<file path="config.mk">
export PLATFORM = sky130hd
export DESIGN_NAME = qpm_pin_mux
export DESIGN_NICKNAME = d
export VERILOG_FILES = /design/src/rtl/qpm_pkg.sv /design/src/rtl/qpm_sync.sv /design/src/rtl/qpm_pin_cell.sv /design/src/rtl/qpm_pin_mux.sv
export SDC_FILE = /design/constraint.sdc
export NUM_CORES = 1
export LEC_CHECK = 0
export BUFFER_PORTS_ARGS = -buffer_cell sky130_fd_sc_hd__buf_2
export CORE_MARGIN = 2
export CORE_UTILIZATION = 50
export DETAILED_ROUTE_END_ITERATION = 10
export GPL_ROUTABILITY_DRIVEN = 0
export PLACE_DENSITY = 0.81
export SYNTH_ARGS = -nofsm -noshare
export SYNTH_HDL_FRONTEND = slang
export SYNTH_SLANG_ARGS = --single-unit
</file>
<file path="constraint.sdc">
create_clock -name core_clk -period 2.3 [get_ports core_clk]
set_clock_uncertainty 0.15 [all_clocks]
set_input_delay 0.46 -clock core_clk [delete_from_list [all_inputs] [get_ports core_clk]]
set_output_delay 0.46 -clock core_clk [all_outputs]
set_load 0.02 [all_outputs]
</file>
<file path="src/rtl/qpm_pkg.sv">
// package for the quadrature phase pin mux: register map, field layout,
// reset values and pin function codes.
// assumes a single 50 MHz core clock and a synchronous active-high reset.
package qpm_pkg;

  // ---------------------------------------------------------------------
  // register bus geometry
  // ---------------------------------------------------------------------
  localparam int ADDR_W = 3;
  localparam int DATA_W = 16;

  // ---------------------------------------------------------------------
  // register offsets
  // ---------------------------------------------------------------------
  localparam logic [ADDR_W-1:0] OFS_PIN_SELECT = 3'h0;
  localparam logic [ADDR_W-1:0] OFS_PULLUP = 3'h1;
  localparam logic [ADDR_W-1:0] OFS_PERIPH_SEL = 3'h2;
  localparam logic [ADDR_W-1:0] OFS_GPIO_EN = 3'h3;
  localparam logic [ADDR_W-1:0] OFS_GPIO_DIR = 3'h4;
  localparam logic [ADDR_W-1:0] OFS_GPIO_DATA = 3'h5;
  localparam logic [ADDR_W-1:0] OFS_STATUS = 3'h6;

  // ---------------------------------------------------------------------
  // field positions
  // ---------------------------------------------------------------------
  localparam int PIN_FIRST = 0;
  localparam int PIN_SECOND = 1;
  localparam int NPINS = 2;
  localparam int PERIPH_FLD_W = 2;
  localparam int FN_W = 3;

  // ---------------------------------------------------------------------
  // reset values
  // ---------------------------------------------------------------------
  localparam logic [NPINS-1:0] PIN_SELECT_RST = 2'h0;
  localparam logic [NPINS-1:0] PULLUP_RST = 2'h3;
  localparam logic [NPINS-1:0] GPIO_RST = 2'h0;
  localparam logic [2*PERIPH_FLD_W-1:0] PERIPH_RST_DEC = 4'h5;
  localparam logic [2*PERIPH_FLD_W-1:0] PERIPH_RST_NONE = 4'h0;

  // ---------------------------------------------------------------------
  // peripheral select field codes
  // ---------------------------------------------------------------------
  localparam logic [PERIPH_FLD_W-1:0] PSEL_NONE = 2'h0;
  localparam logic [PERIPH_FLD_W-1:0] PSEL_DECODER = 2'h1;
  localparam logic [PERIPH_FLD_W-1:0] PSEL_TIMER = 2'h2;

  // ---------------------------------------------------------------------
  // active function of a pin
  // ---------------------------------------------------------------------
  typedef enum logic [FN_W-1:0] {
    FN_NONE,
    FN_DECODER,
    FN_TIMER,
    FN_SERIAL,
    FN_GPIO
  } qpm_fn_t;

endpackage

</file>
<file path="src/rtl/qpm_sync.sv">
// two-stage synchroniser for pin levels entering the core clock domain.
// assumes its inputs are asynchronous levels, not pulses.
`timescale 1ns/1ps
module qpm_sync #(
  parameter int WIDTH = 2
) (
  input wire logic core_clk, // core clock
  input wire logic rst, // synchronous reset, active high
  input wire logic [WIDTH-1:0] async_in, // asynchronous levels
  output logic [WIDTH-1:0] sync_out // synchronised levels
);

  typedef struct packed {
    logic [WIDTH-1:0] meta;
    logic [WIDTH-1:0] stable;
  } qpm_sync_state_t;

  qpm_sync_state_t state_ff;
  qpm_sync_state_t nxt_state;

  // meta is read only by the second stage
  always_comb begin
    nxt_state.meta = async_in;
    nxt_state.stable = state_ff.meta;
  end

  always_ff @(posedge core_clk) begin
    if (rst) begin
      state_ff <= '0;
    end else begin
      state_ff <= nxt_state;
    end
  end

  assign sync_out = state_ff.stable;

endmodule // qpm_sync

</file>
<file path="src/rtl/qpm_pin_cell.sv">
// steering for one multiplexed pin: output, enable and input fan-out.
// assumes pin_in is already synchronised; purely combinational.
`timescale 1ns/1ps
module qpm_pin_cell (
  input wire qpm_pkg::qpm_fn_t fn, // active function of the pin
  input wire logic serial_master, // serial core in master mode
  input wire logic serial_out, // serial core drive value
  input wire logic timer_out, // timer channel drive value
  input wire logic timer_oe, // timer channel drives
  input wire logic gpio_dir, // 1 = port bit is an output
  input wire logic gpio_dout, // port bit drive value
  input wire logic pin_in, // synchronised pin level
  output logic pin_out, // level to drive
  output logic pin_oe, // pin driven
  output logic to_decoder, // level to the decoder
  output logic to_timer, // level to the timer channel
  output logic to_serial, // level to the serial core
  output logic to_gpio // level to the port bit
);

  always_comb begin
    pin_out = 1'b0;
    pin_oe = 1'b0;
    to_decoder = 1'b0;
    to_timer = 1'b0;
    to_serial = 1'b0;
    to_gpio = 1'b0;
    unique case (fn)
      qpm_pkg::FN_DECODER: begin
        to_decoder = pin_in;
      end
      qpm_pkg::FN_TIMER: begin
        pin_out = timer_out;
        pin_oe = timer_oe;
        to_timer = pin_in;
      end
      qpm_pkg::FN_SERIAL: begin
        // master drives, slave listens on the same pin
        pin_out = serial_out;
        pin_oe = serial_master;
        to_serial = serial_master ? 1'b0 : pin_in;
      end
      qpm_pkg::FN_GPIO: begin
        pin_out = gpio_dout;
        pin_oe = gpio_dir;
        to_gpio = pin_in;
      end
      qpm_pkg::FN_NONE: begin
        // unconfigured pin stays quiet until software picks a function
      end
      default: begin
      end
    endcase
  end

endmodule // qpm_pin_cell

</file>
<file path="src/rtl/qpm_pin_mux.sv">
// top of the quadrature phase pin mux: two pins shared by decoder phase
// inputs, timer b channels, serial port b and port c bits.
// assumes one core clock, synchronous reset, and a plain register port
// whose read data are expected one cycle after the read strobe.
//
// How it works
// Setting the first pin's serial select bit routes it to serial clock.
// Setting the second pin's serial select bit routes it to data out.
// With the decoder present, reset puts phase A on pin one, B on pin two.
// Without the decoder, reset leaves both pins unassigned for software.
// Clearing pull-up enable bit 0 turns off the first pin's pull-up.
// Clearing pull-up enable bit 1 turns off the second pin's pull-up.
// As serial clock the first pin drives in master mode, listens as slave.
// The serial master's data leads its sampling clock edge by half a cycle.
// A port pin has its own direction bit, free of the other port bits.
// Without serial or port use, a pin serves its decoder or timer role.
`timescale 1ns/1ps
module qpm_pin_mux #(
  parameter bit HAS_DECODER = 1'b1 // device variant with decoder
) (
  input wire logic core_clk, // core clock, 50 MHz
  input wire logic rst, // synchronous reset, active high
  // register port
  input wire logic [qpm_pkg::ADDR_W-1:0] reg_addr, // register offset
  input wire logic [qpm_pkg::DATA_W-1:0] reg_wdata, // write data
  input wire logic reg_wr, // write strobe
  input wire logic reg_rd, // read strobe
  output logic [qpm_pkg::DATA_W-1:0] reg_rdata, // read data, next cycle
  // pins
  input wire logic [qpm_pkg::NPINS-1:0] pin_in, // pin levels, async
  output logic [qpm_pkg::NPINS-1:0] pin_out, // pin drive values
  output logic [qpm_pkg::NPINS-1:0] pin_oe, // pin drive enables
  output logic [qpm_pkg::NPINS-1:0] pin_pullup_en, // pull-up enables
  // decoder core
  output logic decoder_phase_a_in, // phase a to the decoder
  output logic decoder_phase_b_in, // phase b to the decoder
  // timer b core
  input wire logic timer_b_channel_zero_out, // channel 0 drive
  input wire logic timer_b_channel_zero_oe, // channel 0 drives
  output logic timer_b_channel_zero_in, // channel 0 input
  input wire logic timer_b_channel_one_out, // channel 1 drive
  input wire logic timer_b_channel_one_oe, // channel 1 drives
  output logic timer_b_channel_one_in, // channel 1 input
  // serial port b core
  input wire logic serial_port_b_master, // 1 = master mode
  input wire logic serial_port_b_clock_out, // clock from the core
  output logic serial_port_b_clock_in, // clock to the core
  input wire logic serial_port_b_master_out, // data from the core
  output logic serial_port_b_master_in // slave data to the core
);

  // ---------------------------------------------------------------------
  // state
  // ---------------------------------------------------------------------
  localparam int NP = qpm_pkg::NPINS;
  localparam int PW = qpm_pkg::PERIPH_FLD_W;
  localparam int FW = qpm_pkg::FN_W;
  localparam int DW = qpm_pkg::DATA_W;

  typedef struct packed {
    logic [NP-1:0] pin_select_register;
    logic [NP-1:0] port_c_pullup_enable;
    logic [2*PW-1:0] periph_sel;
    logic [NP-1:0] gpio_en;
    logic [NP-1:0] gpio_dir;
    logic [NP-1:0] gpio_dout;
    logic [DW-1:0] rdata;
    logic [NP-1:0] pin_out;
    logic [NP-1:0] pin_oe;
    logic phase_a;
    logic phase_b;
    logic [NP-1:0] timer_in;
    logic serial_clk_in;
    logic serial_data_in;
  } qpm_state_t;

  qpm_state_t state_ff;
  qpm_state_t nxt_state;

  logic [NP-1:0] pin_sync;
  qpm_pkg::qpm_fn_t fn [NP];
  logic [NP-1:0] cell_out;
  logic [NP-1:0] cell_oe;
  logic [NP-1:0] cell_dec;
  logic [NP-1:0] cell_tmr;
  logic [NP-1:0] cell_ser;
  logic [NP-1:0] cell_gpio;
  logic [NP-1:0] serial_drive;
  logic [NP-1:0] timer_drive;
  logic [NP-1:0] timer_en;
  logic [DW-1:0] rd_mux;

  // ---------------------------------------------------------------------
  // pin synchronisers
  // ---------------------------------------------------------------------
  qpm_sync #(
    .WIDTH(NP)
  ) u_sync (
    .core_clk(core_clk),
    .rst(rst),
    .async_in(pin_in),
    .sync_out(pin_sync)
  );

  // ---------------------------------------------------------------------
  // function selection
  // ---------------------------------------------------------------------
  // serial select beats port use, port use beats decoder or timer
  function automatic qpm_pkg::qpm_fn_t pick_fn(
    input logic alt,
    input logic gpio,
    input logic [PW-1:0] psel
  );
    qpm_pkg::qpm_fn_t f;
    f = qpm_pkg::FN_NONE;
    if (alt) begin
      f = qpm_pkg::FN_SERIAL;
    end else if (gpio) begin
      f = qpm_pkg::FN_GPIO;
    end else if (psel == qpm_pkg::PSEL_DECODER) begin
      f = qpm_pkg::FN_DECODER;
    end else if (psel == qpm_pkg::PSEL_TIMER) begin
      f = qpm_pkg::FN_TIMER;
    end
    return f;
  endfunction

  // both pins of the serial port share the same path depth, so the
  // half-cycle lead of data over clock survives the mux
  assign serial_drive[qpm_pkg::PIN_FIRST] = serial_port_b_clock_out;
  assign serial_drive[qpm_pkg::PIN_SECOND] = serial_port_b_master_out;
  assign timer_drive[qpm_pkg::PIN_FIRST] = timer_b_channel_zero_out;
  assign timer_drive[qpm_pkg::PIN_SECOND] = timer_b_channel_one_out;
  assign timer_en[qpm_pkg::PIN_FIRST] = timer_b_channel_zero_oe;
  assign timer_en[qpm_pkg::PIN_SECOND] = timer_b_channel_one_oe;

  genvar gi;
  generate
    for (gi = 0; gi < NP; gi++) begin : g_pin
      // first pin: serial clock; second pin: serial data out
      assign fn[gi] = pick_fn(state_ff.pin_select_register[gi],
                              state_ff.gpio_en[gi],
                              state_ff.periph_sel[gi*PW +: PW]);

      qpm_pin_cell u_cell (
        .fn(fn[gi]),
        .serial_master(serial_port_b_master),
        .serial_out(serial_drive[gi]),
        .timer_out(timer_drive[gi]),
        .timer_oe(timer_en[gi]),
        .gpio_dir(state_ff.gpio_dir[gi]),
        .gpio_dout(state_ff.gpio_dout[gi]),
        .pin_in(pin_sync[gi]),
        .pin_out(cell_out[gi]),
        .pin_oe(cell_oe[gi]),
        .to_decoder(cell_dec[gi]),
        .to_timer(cell_tmr[gi]),
        .to_serial(cell_ser[gi]),
        .to_gpio(cell_gpio[gi])
      );
    end
  endgenerate

  // ---------------------------------------------------------------------
  // register read mux
  // ---------------------------------------------------------------------
  always_comb begin
    rd_mux = '0;
    unique case (reg_addr)
      qpm_pkg::OFS_PIN_SELECT: begin
        rd_mux[NP-1:0] = state_ff.pin_select_register;
      end
      qpm_pkg::OFS_PULLUP: begin
        rd_mux[NP-1:0] = state_ff.port_c_pullup_enable;
      end
      qpm_pkg::OFS_PERIPH_SEL: begin
        rd_mux[2*PW-1:0] = state_ff.periph_sel;
      end
      qpm_pkg::OFS_GPIO_EN: begin
        rd_mux[NP-1:0] = state_ff.gpio_en;
      end
      qpm_pkg::OFS_GPIO_DIR: begin
        rd_mux[NP-1:0] = state_ff.gpio_dir;
      end
      qpm_pkg::OFS_GPIO_DATA: begin
        // output bits read back what is driven, input bits the pin
        rd_mux[NP-1:0] = (state_ff.gpio_dir & state_ff.gpio_dout) |
                         (~state_ff.gpio_dir & cell_gpio);
      end
      qpm_pkg::OFS_STATUS: begin
        rd_mux[2*FW-1:0] = {fn[qpm_pkg::PIN_SECOND],
                            fn[qpm_pkg::PIN_FIRST]};
      end
      default: begin
        rd_mux = '0;
      end
    endcase
  end

  // ---------------------------------------------------------------------
  // next state
  // ---------------------------------------------------------------------
  always_comb begin
    nxt_state = state_ff;
    if (reg_wr) begin
      unique case (reg_addr)
        qpm_pkg::OFS_PIN_SELECT: begin
          nxt_state.pin_select_register = reg_wdata[NP-1:0];
        end
        qpm_pkg::OFS_PULLUP: begin
          nxt_state.port_c_pullup_enable = reg_wdata[NP-1:0];
        end
        qpm_pkg::OFS_PERIPH_SEL: begin
          nxt_state.periph_sel = reg_wdata[2*PW-1:0];
        end
        qpm_pkg::OFS_GPIO_EN: begin
          nxt_state.gpio_en = reg_wdata[NP-1:0];
        end
        qpm_pkg::OFS_GPIO_DIR: begin
          nxt_state.gpio_dir = reg_wdata[NP-1:0];
        end
        qpm_pkg::OFS_GPIO_DATA: begin
          nxt_state.gpio_dout = reg_wdata[NP-1:0];
        end
        default: begin
          // unmapped and read-only offsets ignore writes
        end
      endcase
    end
    // read data last as long as the read strobe, one cycle later; zero otherwise
    nxt_state.rdata = reg_rd ? rd_mux : '0;
    // every pin-facing output is registered to keep glitches off pads
    nxt_state.pin_out = cell_out;
    nxt_state.pin_oe = cell_oe;
    nxt_state.phase_a = cell_dec[qpm_pkg::PIN_FIRST];
    nxt_state.phase_b = cell_dec[qpm_pkg::PIN_SECOND];
    nxt_state.timer_in = cell_tmr;
    nxt_state.serial_clk_in = cell_ser[qpm_pkg::PIN_FIRST];
    nxt_state.serial_data_in = cell_ser[qpm_pkg::PIN_SECOND];
  end

  // ---------------------------------------------------------------------
  // registers
  // ---------------------------------------------------------------------
  always_ff @(posedge core_clk) begin
    if (rst) begin
      state_ff <= '0;
      state_ff.pin_select_register <= qpm_pkg::PIN_SELECT_RST;
      state_ff.port_c_pullup_enable <= qpm_pkg::PULLUP_RST;
      // variant decides whether pins come up as decoder phases
      state_ff.periph_sel <= HAS_DECODER ? qpm_pkg::PERIPH_RST_DEC
                                         : qpm_pkg::PERIPH_RST_NONE;
      state_ff.gpio_en <= qpm_pkg::GPIO_RST;
      state_ff.gpio_dir <= qpm_pkg::GPIO_RST;
      state_ff.gpio_dout <= qpm_pkg::GPIO_RST;
    end else begin
      state_ff <= nxt_state;
    end
  end

  // ---------------------------------------------------------------------
  // outputs
  // ---------------------------------------------------------------------
  assign reg_rdata = state_ff.rdata;
  assign pin_out = state_ff.pin_out;
  assign pin_oe = state_ff.pin_oe;
  assign pin_pullup_en = state_ff.port_c_pullup_enable;
  assign decoder_phase_a_in = state_ff.phase_a;
  assign decoder_phase_b_in = state_ff.phase_b;
  assign timer_b_channel_zero_in = state_ff.timer_in[qpm_pkg::PIN_FIRST];
  assign timer_b_channel_one_in = state_ff.timer_in[qpm_pkg::PIN_SECOND];
  assign serial_port_b_clock_in = state_ff.serial_clk_in;
  assign serial_port_b_master_in = state_ff.serial_data_in;

endmodule // qpm_pin_mux

</file>
==> flow_metrics.tcl, run 1 <==
set metrics [dict create \
    status "complete, no violations" \
    crit_family "flip-flops" \
    yosysWarnings 0 \
    grt_pass1_vias 1036 \
    fin_crit_sh_pct 64.1 \
    port_buffers 37 \
    max_stage_delay_ps 360 \
    dp_slack_ps 549 \
    hold_violations 0 \
    num_rows 20 \
    ir_drop_mv 0.470 \
    ys_top_cells_by_area "dfxtp_1 42%, buf_4 11%, mux2i_1 6.9%, nor2_1 4.4%, nand2_1 4.0%" \
    critPathKind "register to output port" \
    yosysTopAreaCellShare_pct 42.4 \
    path_cells "buf_2" \
    antenna_left 0 \
    antenna_found_initial 0 \
    maxCapViolCount 0 \
    syn_area_um2 1600 \
    die_w_um 60.6 \
    drt_iter0_markers 27 \
    start_util_pct 52.5 \
    critPathMaxFanout 3 \
    cts_buffers 5 \
    overflow 0 \
    synth_seq_cells 34 \
    fin_nets 235 \
    powerDensity_nw_per_um2 664 \
    core_um2 3050 \
    area_growth_pct 8.74 \
    met2_usage_pct 27.3 \
    crit_buf_inv 1 \
    startpoint_type "register" \
    use_met3_pct 6.40 \
    crit_start "pin_pullup_en[1]$_SDFFE_PP1P_" \
    dieArea_um2 3680 \
    grt_busiest_layer "met2" \
    cts_resized 0 \
    holdCritPathClass "input port to register" \
    setup_tns_ps 0 \
    worstReg2RegStart "state_ff[31]$_SDFFE_PP0P_" \
    rsz0062_at_grt "false" \
    critPathRequiredTime_ps 1690 \
    clk_pin_slew_ps 100 \
    synth_cell_types 40 \
    num_antenna_cells 0 \
    finalSetupViolations 0 \
    clkLatencyLatePin_ps 330 \
    grt_pass1_wl_um 4540 \
    crit_arrival_ps 860 \
    wl_per_cell_um 11.6 \
    yosysTopAreaCell "dfxtp_1" \
    via_count 1216 \
    h-tree-depth 2 \
    multi_input_area_um2 731 \
    p_leak_nw 0.761 \
    first_pass_iters 4 \
    yosysSeqAreaShare_pct 42.4 \
    syn_avg_cell_area_um2 8.91 \
    viasPerCell 4.92 \
    cts-root-buf "clkbuf_4" \
    ioPinCount 60 \
    hold_start "pin_in[1]" \
    clockBufferDepth 2 \
    fmax_mhz 678 \
    routed_wl_um 2870 \
    cts_tree "done" \
    cts.sinks 34 \
    die_h_um 60.6 \
    place_hpwl_um 2120 \
    grt_max_degree 19 \
    drv_slew 0 \
    cp-end-kind "output port" \
    syn_inst 180 \
    post-cts-setup-buffer-count 0 \
    drc 0 \
    cp_slowest_cell "dfxtp_1" \
    register_area_um2 681 \
    holdBufCountCts 0 \
    worst_slack_ps 825 \
    drive_gt1_share_pct 23.6 \
    grtUsageMet1_pct 20.7 \
    grt_usage_pct 16.9 \
    fin_crit_ps 1470 \
    num-fill-cells 295 \
]
[final timing paths]
kind              slack, ps                             end  depth (start not counted)
hold / removal          190  u_sync.nxt_state[1]$_SDFF_PP0_                          2
setup reg to reg        950         reg_rdata[1]$_SDFF_PP0_                          4
setup / recovery        830                pin_pullup_en[1]                          1
hold reg to reg         290   u_sync.sync_out[1]$_SDFF_PP0_                          1
[registers in the layout, indices dropped and copies added (netlist names), 2 cells and up]
register	flops
u_sync.sync_out	2
pin_pullup_en	2
reg_rdata	6
u_sync.nxt_state	2
state_ff	12
pin_out	2
pin_oe	2
[report_power, final]
part	total [mW]	leakage (nW)	internal, mW	switching (mW)
Clock	0.437	0.0443	0.253	0.184
Combinational	0.112	0.441	0.0405	0.0712
Sequential	0.610	0.276	0.601	0.00940
Total	1.16	0.761	0.894	0.264
[cell families (layout without fill, tap and decap cells)]
logic type,count (synthesis),after routing,synth area share (%)
mux,12,12,7.57
buf+inv,33,47,14.1
simple gates,73,73,24.2
other cells,1,10,0.234
flops,34,34,42.4
compound gates,27,27,11.5
[layer usage]
metal / wire [µm] / vias up
li1: - / 630
met1: 1310 / 534
met2: 1340 / 47
met3: 189 / 5
met4: 40 / 0
met5: 0 / -
[cell usage after synthesis (all sizes together)]
cell type,number
a211oi,1
a21oi,6
a221oi,2
a22o,1
a22oi,1
a2bb2oi,2
a311oi,1
a31oi,1
a32o,1
and3,2
and3b,2
and4,1
buf,29
clkbuf,1
clkinv,1
conb,1
dfxtp,34
inv,2
mux2,1
mux2i,11
nand2,17
nand2b,4
nand3,6
nand3b,2
nor2,19
nor2b,9
nor3,7
nor3b,2
o211ai,3
o21a,2
o21ai,5
o21bai,1
or2,1
or2b,1
[metrics by stage]
| stage | instance area, µm² | hold slack [ps] | power (mW) | std cells | utilization (%) |
|---|---|---|---|---|---|
| after CTS | 1740 | 181 | 1.17 | 247 | 57.1 |
| after global routing | 1740 | 169 | 1.21 | 247 | 57.1 |
| after detailed placement | 1660 | 270 | 0.735 | 240 | 54.5 |
| final | 1740 | 190 | 1.16 | 247 | 57.1 |
| after floorplan | 1640 | 264 | 0.721 | 189 | - |
| after global placement | 1660 | 267 | 0.734 | 240 | 54.5 |
[placed cells by master (no fill, tap or decap), types with 3 or more instances in the layout]
cell	synthesis	final
buf_2	3	37
dfxtp_1	34	34
nor2_1	19	19
nand2_1	17	17
mux2i_1	11	11
conb_1	1	10
nor2b_1	9	9
a21oi_1	6	6
nand3_1	6	6
o21ai_0	5	5
nor3_1	5	5
clkbuf_4	0	5
nand2b_1	4	4
o211ai_1	3	3
[cell type report]
type	instances	area share (%)
clock buffer	6	2.94
clock inverter	1	1.72
inverter	3	0.646
multi-input combinational	122	41.9
sequential	34	39.0
tap	44	3.16
timing repair buffer	37	10.6
No activity file was read; power rests on OpenSTA's default activity.
==> inputs of run 2 (changes only) <==
--- a/config.mk
+++ b/config.mk
@@ -5,12 +5,13 @@
 export SDC_FILE = /design/constraint.sdc
 export NUM_CORES = 1
 export LEC_CHECK = 0
+export ABC_AREA = 1
 export BUFFER_PORTS_ARGS = -buffer_cell sky130_fd_sc_hd__buf_2
 export CORE_MARGIN = 2
-export CORE_UTILIZATION = 50
+export CORE_UTILIZATION = 48
 export DETAILED_ROUTE_END_ITERATION = 10
 export GPL_ROUTABILITY_DRIVEN = 0
-export PLACE_DENSITY = 0.81
+export PLACE_DENSITY = 0.79
 export SYNTH_ARGS = -nofsm -noshare
 export SYNTH_HDL_FRONTEND = slang
 export SYNTH_SLANG_ARGS = --single-unit
==> constraint.sdc (replaced) <==
create_clock -name core_clk -period 1.5 [get_ports core_clk]
set_clock_uncertainty 0.15 [all_clocks]
set_input_delay 0.3 -clock core_clk [delete_from_list [all_inputs] [get_ports core_clk]]
set_output_delay 0.3 -clock core_clk [all_outputs]
set_load 0.02 [all_outputs]
==> flow_metrics.tcl, run 2 <==
set metrics [dict create \
    status "complete, no violations" \
    holdBufCountCts 2 \
    hold_depth 3 \
    first_pass_iters 4 \
    p_leak_nw 0.881 \
    powerDensity_nw_per_um2 1020 \
    synth_cell_types 22 \
    viasPerCell 4.65 \
    fin_crit_sh_pct 87.3 \
    path_cells "buf_2" \
    ys_top_cells_by_count "43 x nand2_1, 34 x dfxtp_1, 28 x inv_1, 22 x buf_4, 21 x nor2_1" \
    hold-path-endpoint "state_ff[34]$_SDFFE_PP1P_" \
    clkLatencyLatePin_ps 350 \
    die_h_um 61.1 \
    holdCritPathClass "input port to register" \
    layout_commonest_cell "nand2_1" \
    wl_per_cell_um 10.2 \
    rsz0062_at_grt "false" \
    finalSetupViolations 0 \
    r2r-end "pin_out[1]$_SDFF_PP0_" \
    critPathMaxFanout 3 \
    critPathRequiredTime_ps 1050 \
    worstReg2RegStart "state_ff[39]$_SDFFE_PP0P_" \
    cts_buffers 5 \
    crit_family "flip-flops" \
    fmax_mhz 764 \
    fin_crit_ps 1310 \
    routed_wl_um 2970 \
    max_stage_delay_ps 350 \
    ys.flop_type "dfxtp_1" \
    grt_pass1_vias 1106 \
    post-cts-setup-buffer-count 0 \
    largest_reg_flops 12 \
    crit_buf_inv 1 \
    num-fill-cells 307 \
    clk_pin_slew_ps 90 \
    ioPinCount 60 \
    register_area_um2 681 \
    grt_max_degree 11 \
    port_buffers 37 \
    drv_slew 0 \
    synth-edff-count 0 \
    syn_area_um2 1560 \
    async_flop_share_pct 0 \
    r2r_setup_slack_ps 270 \
    hold_violations 0 \
    syn_inst 213 \
    cts.sinks 34 \
    cts-root-buf "clkbuf_4" \
    startpoint_type "register" \
    yosysMostFrequentCell "nand2_1" \
    multi_input_area_um2 609 \
    drt_iter0_markers 47 \
    yosysTopAreaCellShare_pct 43.6 \
    reg2reg_depth 6 \
    antenna_found_initial 0 \
    crit_arrival_ps 860 \
    cp-end-kind "output port" \
    die_w_um 61.1 \
    mostFrequentLayoutCells "43 x nand2_1, 37 x buf_2, 34 x dfxtp_1" \
    h-tree-depth 2 \
    stdcell_count 291 \
    yosysTopAreaCell "dfxtp_1" \
    fin_nets 279 \
    grt_pass1_wl_um 4810 \
    yosysWarnings 0 \
    cp_slowest_cell "dfxtp_1" \
    syn_avg_cell_area_um2 7.34 \
    area_growth_pct 13.8 \
    antenna_left 0 \
    synth_seq_cells 34 \
    start_util_pct 50.8 \
    yosysSeqAreaShare_pct 43.6 \
    overflow 0 \
    critPathKind "register to output port" \
    ir_drop_mv 0.915 \
    place_hpwl_um 2330 \
    final_core_util_pct 57.8 \
    num_antenna_cells 0 \
    drc 0 \
    dieArea_um2 3730 \
    fin_hold_ws_ps 26.6 \
    post_dp_cell_area_um2 1680 \
    dp_cells 282 \
    cts_tree "done" \
    clockBufferDepth 2 \
    drive_gt1_share_pct 21.1 \
    hold_start "reg_wdata[2]" \
    grt_usage_pct 18.4 \
    setup_tns_ps 0 \
    maxCapViolCount 0 \
    final_cell_area_um2 1780 \
    via_count 1353 \
    core_um2 3080 \
    max_flop_register "state_ff" \
    cts_resized 0 \
    num_rows 20 \
    ys_top_cells_by_area "dfxtp_1 44%, buf_4 11%, nand2_1 10%, inv_1 6.7%, nand3_1 5.1%" \
]
run 2: worst max path at each step:
stage	end	startpoint	depth (start not counted)
final	pin_pullup_en[1]	pin_pullup_en[1]$_SDFFE_PP1P_	1
after CTS	pin_pullup_en[1]	pin_pullup_en[1]$_SDFFE_PP1P_	1
after global placement	reg_rdata[0]$_SDFF_PP0_	reg_addr[2]	7
after global routing	pin_pullup_en[1]	pin_pullup_en[1]$_SDFFE_PP1P_	1
after detailed placement	reg_rdata[0]$_SDFF_PP0_	reg_addr[2]	7
after floorplan	state_ff[38]$_SDFFE_PP0P_	reg_addr[2]	5
run 2: cells by family (layout without fill, tap and decap cells):
| kind of cell | count (synthesis) | after routing | share of synthesized area (%) |
|---|---|---|---|
| compound gates | 31 | 31 | 10.9 |
| flops | 34 | 34 | 43.6 |
| buf+inv | 55 | 80 | 19.6 |
| simple gates | 92 | 92 | 25.7 |
| other cells | 1 | 10 | 0.240 |
run 2: final cells by class:
cell class              instances  share of cell area, %
flip-flops and latches         34                   38.3
multi-input cells             133                   34.3
clock inverters                 1                   1.69
well taps                      44                   3.10
clock buffers                   6                   2.89
repair buffers                 44                   13.7
inverters                      29                   6.12
run 2: stage by stage:
stage | setup WS, ps | power [mW]
floorplan | 228 | 1.11
global placement | 96.3 | 1.14
detailed placement | 86.0 | 1.15
CTS | 169 | 1.83
global route | 134 | 1.91
finish | 191 | 1.81
run 2: power breakdown:
| part | total (mW) | switching, mW | leakage (nW) | internal, mW |
|---|---|---|---|---|
| Combinational | 0.189 | 0.125 | 0.560 | 0.0642 |
| Sequential | 0.941 | 0.0142 | 0.276 | 0.926 |
| Clock | 0.681 | 0.294 | 0.0443 | 0.388 |
| Total | 1.81 | 0.433 | 0.881 | 1.38 |
run 2: routing by layer:
metal,GRT usage (%),share of wire (%),wire [µm],vias to the layer above
met3,7.98,8.4,250,7
li1,-,-,-,727
met4,9.01,1.8,53,0
met1,23.4,46,1360,562
met2,26.6,44,1310,57
met5,0,0,0,-
